<file path="config.mk">
export PLATFORM = sky130hd
export DESIGN_NAME = asrc_ctrl
export DESIGN_NICKNAME = d
export VERILOG_FILES = /design/src/asrc_pkg.sv /design/src/asrc_pins_if.sv /design/src/asrc_sync.sv /design/src/asrc_ctrl.sv
export SDC_FILE = /design/constraint.sdc
export NUM_CORES = 1
export LEC_CHECK = 0
export BUFFER_PORTS_ARGS = -buffer_cell sky130_fd_sc_hd__buf_4
export CAP_MARGIN = 20
export CORE_UTILIZATION = 40
export CTS_CLUSTER_SIZE = 28
export DETAILED_ROUTE_END_ITERATION = 8
export GPL_TIMING_DRIVEN = 0
export PLACE_DENSITY = 0.65
export SLEW_MARGIN = 20
export SYNTH_ARGS = -nofsm -noshare
export SYNTH_HDL_FRONTEND = slang
export SYNTH_HIERARCHICAL = 1
export SYNTH_SLANG_ARGS = --single-unit
</file>
<file path="constraint.sdc">
create_clock -name sys_clk -period 3.04 [get_ports sys_clk]
set_input_delay 0.304 -clock sys_clk [delete_from_list [all_inputs] [get_ports sys_clk]]
set_output_delay 0.304 -clock sys_clk [all_outputs]
set_load 0.01 [all_outputs]
</file>
<file path="src/asrc_pkg.sv">
package asrc_pkg;
  localparam int ADDR_W = 15;
  localparam int DATA_W = 8;
  localparam int CLK_PERIOD_NS = 10;
  // write cycle figures (ns)
  localparam int T_AS_NS = 0;
  localparam int T_WP_NS = 65;
  localparam int T_WR_NS = 0;
  localparam int T_DW_NS = 35;
  localparam int T_DH_NS = 0;
  localparam int T_WHZ_NS = 30;
  // read cycle figures (ns)
  localparam int T_AA_NS = 85;
  localparam int T_HZ_NS = 30;
  localparam int T_CDR_NS = 0;
  // least times round up to whole cycles
  localparam int WP_CYC = (T_WP_NS + CLK_PERIOD_NS - 1) / CLK_PERIOD_NS;
  localparam int AA_CYC = (T_AA_NS + CLK_PERIOD_NS - 1) / CLK_PERIOD_NS;
  localparam int HZ_CYC = (T_HZ_NS + CLK_PERIOD_NS - 1) / CLK_PERIOD_NS;
  localparam int WHZ_CYC = (T_WHZ_NS + CLK_PERIOD_NS - 1) / CLK_PERIOD_NS;
  localparam int CNT_W = 4;
  localparam logic [CNT_W-1:0] CNT_RESET = 4'h0;
  typedef enum logic [1:0] {ASRC_OP_READ, ASRC_OP_WRITE, ASRC_OP_RETAIN} asrc_op_t;
endpackage

</file>
<file path="src/asrc_pins_if.sv">
`timescale 1ns/100ps
interface asrc_pins_if;
  import asrc_pkg::*;
  logic [ADDR_W-1:0] addr;
  logic sel_low_n;
  logic sel_high;
  logic write_n;
  logic [DATA_W-1:0] dout;
  logic dout_en;
  modport ctrl (output addr, sel_low_n, sel_high, write_n, dout, dout_en);
  modport pins (input addr, sel_low_n, sel_high, write_n, dout, dout_en);
endinterface

</file>
<file path="src/asrc_sync.sv">
`timescale 1ns/100ps
module asrc_sync
  import asrc_pkg::*;
(
  // clock and reset
  input wire logic sys_clk,
  input wire logic rst_n,
  // pins
  input wire logic [DATA_W-1:0] async_in,
  output logic [DATA_W-1:0] sync_out
);
  logic [DATA_W-1:0] s1_q;
  logic [DATA_W-1:0] s1_d;
  logic [DATA_W-1:0] s2_q;
  logic [DATA_W-1:0] s2_d;
  always_comb begin
    s1_d = rst_n ? async_in : 8'h00;
    s2_d = rst_n ? s1_q : 8'h00;
  end
  always_ff @(posedge sys_clk) begin
    s1_q <= s1_d;
    s2_q <= s2_d;
  end
  assign sync_out = s2_q;
endmodule

</file>
<file path="src/asrc_ctrl.sv">
// What this block does
// - address moves only with access strobes idle
// - drive bus only after memory releases it
// - retention by low select holds high select rail
// - retention by high select held low
// - deselect no later than retention start
// - strobe stays high through read cycle
`timescale 1ns/100ps
module asrc_ctrl
  import asrc_pkg::*;
(
  // clock and reset
  input wire logic sys_clk,
  input wire logic rst_n,
  // request
  input wire logic req_valid,
  input wire asrc_op_t req_op,
  input wire logic retain_by_high,
  input wire logic [ADDR_W-1:0] req_addr,
  input wire logic [DATA_W-1:0] req_wdata,
  output logic req_ready,
  output logic rd_valid,
  output logic [DATA_W-1:0] rd_data,
  output logic retaining,
  // memory pins
  output logic [ADDR_W-1:0] word_address_lines,
  output logic select_low_active_n,
  output logic select_high_active,
  output logic write_strobe_n,
  output logic [DATA_W-1:0] byte_bus_pins_o,
  output logic byte_bus_pins_oe,
  input wire logic [DATA_W-1:0] byte_bus_pins_i
);
  typedef enum logic [2:0] {
    ASRC_IDLE, ASRC_RD, ASRC_RD_OFF, ASRC_WR_SET, ASRC_WR_PULSE, ASRC_RETAIN
  } asrc_state_t;

  // pin group kept in one bundle so the pad side sees it whole
  asrc_pins_if pins ();
  logic [DATA_W-1:0] bus_sync;
  asrc_state_t state_q, state_d;
  logic [CNT_W-1:0] cnt_q, cnt_d;
  logic [ADDR_W-1:0] addr_q, addr_d;
  logic [DATA_W-1:0] wdat_q, wdat_d;
  logic sel_n_q, sel_n_d;
  logic sel_h_q, sel_h_d;
  logic we_n_q, we_n_d;
  logic oe_q, oe_d;
  logic ready_q, ready_d;
  logic rdv_q, rdv_d;
  logic ret_q, ret_d;
  logic [DATA_W-1:0] rdat_q, rdat_d;

  // read data is sampled through two flops; data from the pins is not on our clock
  asrc_sync u_sync (
    .sys_clk(sys_clk),
    .rst_n(rst_n),
    .async_in(byte_bus_pins_i),
    .sync_out(bus_sync)
  );

  always_comb begin
    state_d = state_q;
    cnt_d = cnt_q;
    addr_d = addr_q;
    wdat_d = wdat_q;
    sel_n_d = sel_n_q;
    sel_h_d = sel_h_q;
    we_n_d = we_n_q;
    oe_d = oe_q;
    // ready is low in every state but idle
    ready_d = 1'b0;
    rdv_d = 1'b0;
    rdat_d = rdat_q;
    ret_d = ret_q;
    unique case (state_q)
      ASRC_IDLE: begin
        ready_d = 1'b1;
        // a request is taken only once ready has been shown for a cycle
        if (req_valid && ready_q) begin
          ready_d = 1'b0;
          // address changes here while all strobes are idle
          addr_d = req_addr;
          wdat_d = req_wdata;
          cnt_d = CNT_RESET;
          unique case (req_op)
            ASRC_OP_READ: begin
              sel_n_d = 1'b0;
              sel_h_d = 1'b1;
              we_n_d = 1'b1;
              state_d = ASRC_RD;
            end
            ASRC_OP_WRITE: begin
              // selects go active first: the memory may start driving a read,
              // so our data waits until the strobe has forced it off
              sel_n_d = 1'b0;
              sel_h_d = 1'b1;
              state_d = ASRC_WR_SET;
            end
            default: begin
              // deselect in the same edge retention begins
              sel_n_d = 1'b1;
              sel_h_d = retain_by_high ? 1'b0 : 1'b1;
              we_n_d = 1'b1;
              ret_d = 1'b1;
              state_d = ASRC_RETAIN;
            end
          endcase
        end
      end
      ASRC_RD: begin
        cnt_d = cnt_q + 4'h1;
        // two extra cycles cover the input synchroniser
        if (cnt_q == 4'(AA_CYC + 2)) begin
          // selects drop with the capture so the memory lets go early
          rdat_d = bus_sync;
          rdv_d = 1'b1;
          sel_n_d = 1'b1;
          sel_h_d = 1'b0;
          cnt_d = CNT_RESET;
          state_d = ASRC_RD_OFF;
        end
      end
      ASRC_RD_OFF: begin
        cnt_d = cnt_q + 4'h1;
        // wait for the memory to release before anyone may drive
        if (cnt_q == 4'(HZ_CYC)) begin
          state_d = ASRC_IDLE;
        end
      end
      ASRC_WR_SET: begin
        // strobe falls after the selects; the memory goes off the bus
        we_n_d = 1'b0;
        cnt_d = CNT_RESET;
        state_d = ASRC_WR_PULSE;
      end
      ASRC_WR_PULSE: begin
        cnt_d = cnt_q + 4'h1;
        // drive starts only once the memory has surely let go of the bus
        if (cnt_q == 4'(WHZ_CYC)) begin
          oe_d = 1'b1;
        end
        if (cnt_q == 4'(WHZ_CYC + WP_CYC)) begin
          // strobe ends the write; data and address held through that edge
          we_n_d = 1'b1;
          state_d = ASRC_RD_OFF;
          cnt_d = CNT_RESET;
          sel_n_d = 1'b1;
          sel_h_d = 1'b0;
        end
      end
      ASRC_RETAIN: begin
        // any other request wakes the memory; it is consumed, not executed
        // the high select leaves its rail only as retention ends
        if (req_valid && req_op != ASRC_OP_RETAIN) begin
          ret_d = 1'b0;
          sel_h_d = 1'b0;
          state_d = ASRC_IDLE;
        end
      end
      default: state_d = ASRC_IDLE;
    endcase
    // drive stops one edge after the strobe rises, so data hold is met
    if (state_q == ASRC_RD_OFF) begin
      oe_d = 1'b0;
    end
    // synchronous reset overrides every next value
    if (!rst_n) begin
      state_d = ASRC_IDLE;
      cnt_d = CNT_RESET;
      addr_d = '0;
      wdat_d = 8'h00;
      sel_n_d = 1'b1;
      sel_h_d = 1'b0;
      we_n_d = 1'b1;
      oe_d = 1'b0;
      ready_d = 1'b0;
      rdv_d = 1'b0;
      rdat_d = 8'h00;
      ret_d = 1'b0;
    end
  end

  // every pin comes from a flop, so no glitch reaches the memory
  always_ff @(posedge sys_clk) begin
    state_q <= state_d;
    cnt_q <= cnt_d;
    addr_q <= addr_d;
    wdat_q <= wdat_d;
    sel_n_q <= sel_n_d;
    sel_h_q <= sel_h_d;
    we_n_q <= we_n_d;
    oe_q <= oe_d;
    ready_q <= ready_d;
    rdv_q <= rdv_d;
    rdat_q <= rdat_d;
    ret_q <= ret_d;
  end

  assign pins.addr = addr_q;
  assign pins.sel_low_n = sel_n_q;
  assign pins.sel_high = sel_h_q;
  assign pins.write_n = we_n_q;
  assign pins.dout = wdat_q;
  assign pins.dout_en = oe_q;

  // pins leave through the bundle so they stay one group
  assign word_address_lines = pins.addr;
  assign select_low_active_n = pins.sel_low_n;
  assign select_high_active = pins.sel_high;
  assign write_strobe_n = pins.write_n;
  assign byte_bus_pins_o = pins.dout;
  assign byte_bus_pins_oe = pins.dout_en;
  assign req_ready = ready_q;
  assign rd_valid = rdv_q;
  assign rd_data = rdat_q;
  assign retaining = ret_q;
endmodule

</file>
==> qor.yml <==
global_route:
  grt_pass1_wl_mm: 8.935
  antenna_violations_before_repair: 0
  groute.usage.overall_pct: 18.83
  grt_max_degree: 13
  vias_in_the_first_global_route: 1926
  global_route.overflow_total: 0
synthesis:
  mappedNetlistNets: 299
  synth_seq_area_share_pct: 52.61
  synthTopCellsByArea: "sky130_fd_sc_hd__dfxtp_1 53%, sky130_fd_sc_hd__nand2_1 8.7%, sky130_fd_sc_hd__a21oi_1 6.7%"
  postSynth.topFlopCell: "sky130_fd_sc_hd__dfxtp_1"
  ys_ff_latch: 61
  postSynth.asyncResetShare_pct: 0
  cell_taking_the_most_area_after_synthesis: "sky130_fd_sc_hd__dfxtp_1"
  syn_inst: 260
  yosys_warnings: 6
  count_of_flip_flops_with_a_built_in_enable_after_synthesis: 0
  synth.cell_area_mm2: 0.002321
  synth_top_area_share_pct: 52.61
  avgSynthCellArea_um2: 8.927
  yosysUniqueCellTypes: 40
floorplanning:
  die_area_mm2: 0.006111
  floorplan.io_pins: 75
  vert_die_dim_um: 78.18
  initial_util_pct: 41.89
  std_cell_rows: 27
  core-area_mm2: 0.005540
  dieWidth_um: 78.18
setup_path:
  worstPathArrival_ps: 2010
  critical_path.max_fanout: 10
  crit_required_ps: 3260
  path_class: "flip-flop to flip-flop"
  critical_path.n_buffers_inverters: 1
  setup.worst_path.end_class: "flip-flop"
  crit_chain: "ha_1 -> nand3b_1 -> a32o_1 -> buf_6 -> o31a_1 -> o31ai_1"
  worst_path_largest_cell_delay_ps: 370
  cp-start-kind: "flip-flop"
  critical_path.top_delay_family: "compound AO/OA/AOI/OAI gates"
  crit_path_top_delay_cell: "sky130_fd_sc_hd__dfxtp_1"
final_layout:
  num-nets-final: 384
  share_of_final_layout_standard_cells_stronger_than_drive_strength_1_pct: 30.95
  n_fill_cell: 513
  mostFrequentLayoutCell: "sky130_fd_sc_hd__buf_4"
  antenna_cells_inserted: 0
  instances_no_fill: 421
  area_growth_pct: 36.66
  highest_count_cells_in_the_layout_ignoring_fill_and_taps: "75 x sky130_fd_sc_hd__buf_4, 61 x sky130_fd_sc_hd__dfxtp_1, 54 x sky130_fd_sc_hd__nand2_1"
run:
  timing.max_cap.violations: 0
placement:
  detailed_place_hpwl_mm: 3.693
  place_worst_setup_slack_ps: 1278
  place.port_buffers: 74
  routabilityCongestion: 0.8148
  placedCellCount: 406
detailed_routing:
  drtPass1Iterations: 4
  detailroute.via_count: 2038
  avgViaCountPerCell: 4.841
  drt_iter0_markers: 62
  ant_nets: 0
  route.detailed.wl_per_inst_um: 12.28
  postRouteWirelength_mm: 5.170
  drc: 0
timing:
  tns_ps: 0
  tightestPinTransition_ps: 523.5
  timing.final.ws_setup_ps: 1249
  finalSetupViolations: 0
  finClkSkew_ps: 6.246
  timing.fmax_mhz: 558.3
  finalHoldViolCount: 0
  drv_slew: 0
  final_min_period_over_clock_period_pct: 58.92
  rsz_0062_raised_after_global_routing: "no"
  final.min_clock_period_ps: 1791
  max_slew_margin_pct: 65.02
clock_network:
  holdBufCountCts: 0
  clkLatencyLatePin_ps: 320
  h-tree-depth: 3
  cts-resized-gates: 0
  clock_sinks: 61
  clk_root_buffer_cell: "sky130_fd_sc_hd__clkbuf_8"
  cts_buffers: 9
  cts_tree: "yes"
  cts.path.max_buffers: 2
  path_clk_slew_ps: 70
  cts_setup_buffers: 0
status:
  status: "completed"
hold_path:
  hold_path_class: "primary input to flip-flop"
power_and_ir_drop:
  total_leakage_power_nw: 1.401
  worst_ir_drop_vdd_uv: 396.7
  power.density_cell_area_mw_per_mm2: 725.5
  post-layout-total-power_mw: 2.301
final cells by class:
class / instances / area (um2) / area share (%)
Clock buffer: 11 / 131.4 / 4.142
Multi-Input combinational cell: 179 / 1001 / 31.56
Inverter: 4 / 15.01 / 0.4734
Tap cell: 72 / 90.09 / 2.840
Sequential cell: 61 / 1221 / 38.50
Buffer: 16 / 83.83 / 2.643
Clock inverter: 4 / 73.82 / 2.327
Timing Repair Buffer: 74 / 555.5 / 17.51
metrics by stage:
stage / area [um2] / utilization (%) / hold WS (ps)
2_1_floorplan: 2321 / - / 375.1
3_3_place_gp: 2967 / 53.55 / 428.3
3_5_place_dp: 2967 / 53.55 / 430.9
4_1_cts: 3172 / 57.25 / 173.6
5_1_grt: 3172 / 57.25 / 169.9
6_report: 3172 / 57.25 / 186.5
cell usage after synthesis (3+ instances only):
cell type and instances:
sky130_fd_sc_hd__mux2i_1 9, sky130_fd_sc_hd__clkbuf_1 9, sky130_fd_sc_hd__nand2_1 54, sky130_fd_sc_hd__and2_1 6, sky130_fd_sc_hd__dfxtp_1 61, sky130_fd_sc_hd__buf_2 4, sky130_fd_sc_hd__a211oi_1 3, sky130_fd_sc_hd__nor2_1 14
sky130_fd_sc_hd__nor3_1 5, sky130_fd_sc_hd__nor2b_1 3, sky130_fd_sc_hd__a21oi_1 31, sky130_fd_sc_hd__and2_2 12, sky130_fd_sc_hd__nand3_1 3, sky130_fd_sc_hd__o21ai_0 8, sky130_fd_sc_hd__inv_1 3
per-layer routing:
| layer | vias to the layer above | track usage (%) | wire length [um] |
|---|---|---|---|
| met5 | - | 0 | 0 |
| met2 | 67 | 28.77 | 2307 |
| met3 | 4 | 6.163 | 355 |
| met1 | 915 | 24.15 | 2453 |
| li1 | 1052 | - | - |
| met4 | 0 | 8.333 | 54 |
worst paths after layout:
kind	start	to	slack, ps	cells after the start
worst min-delay path	byte_bus_pins_i[1]	u_sync/s1_q[1]$_SDFF_PN0_	190	2
worst max-delay path	cnt_q[1]$_SDFFE_PN0P_	select_low_active_n$_SDFFE_PN1P_	1250	6
worst max register to register	cnt_q[1]$_SDFFE_PN0P_	select_low_active_n$_SDFFE_PN1P_	1250	6
worst min register to register	u_sync/s1_q[1]$_SDFF_PN0_	u_sync/sync_out[1]$_SDFF_PN0_	450	1
where the power goes:
part	switching, mW	leakage (nW)	internal [mW]
clock network	0.293	0.103	0.458
logic	0.329	0.800	0.270
registers	0.0590	0.498	0.893
state kept, by name (all words and copies together) (netlist names):
| name | flops |
|---|---|
| byte_bus_pins_o | 8 |
| rd_data | 8 |
| select_low_active_n | 1 |
| rd_valid | 1 |
| u_sync/sync_out | 8 |
| select_high_active | 1 |
| retaining | 1 |
| byte_bus_pins_oe | 1 |
| req_ready | 1 |
| write_strobe_n | 1 |
| cnt_q | 4 |
| state_q | 3 |
| u_sync/s1_q | 8 |
| word_address_lines | 15 |
logic make-up after synthesis:
| logic type | Yosys count | share of synthesized area (%) |
|---|---|---|
| adder cells (fa/ha/maj) | 2 | 1.078 |
| AO/OA/AOI/OAI | 54 | 13.64 |
| buffers and inverters | 20 | 4.259 |
| flip-flops | 61 | 52.61 |
| AND/OR/NAND/NOR | 114 | 24.53 |
| multiplexers | 9 | 3.882 |
No activity file was read; power rests on OpenSTA's default activity.
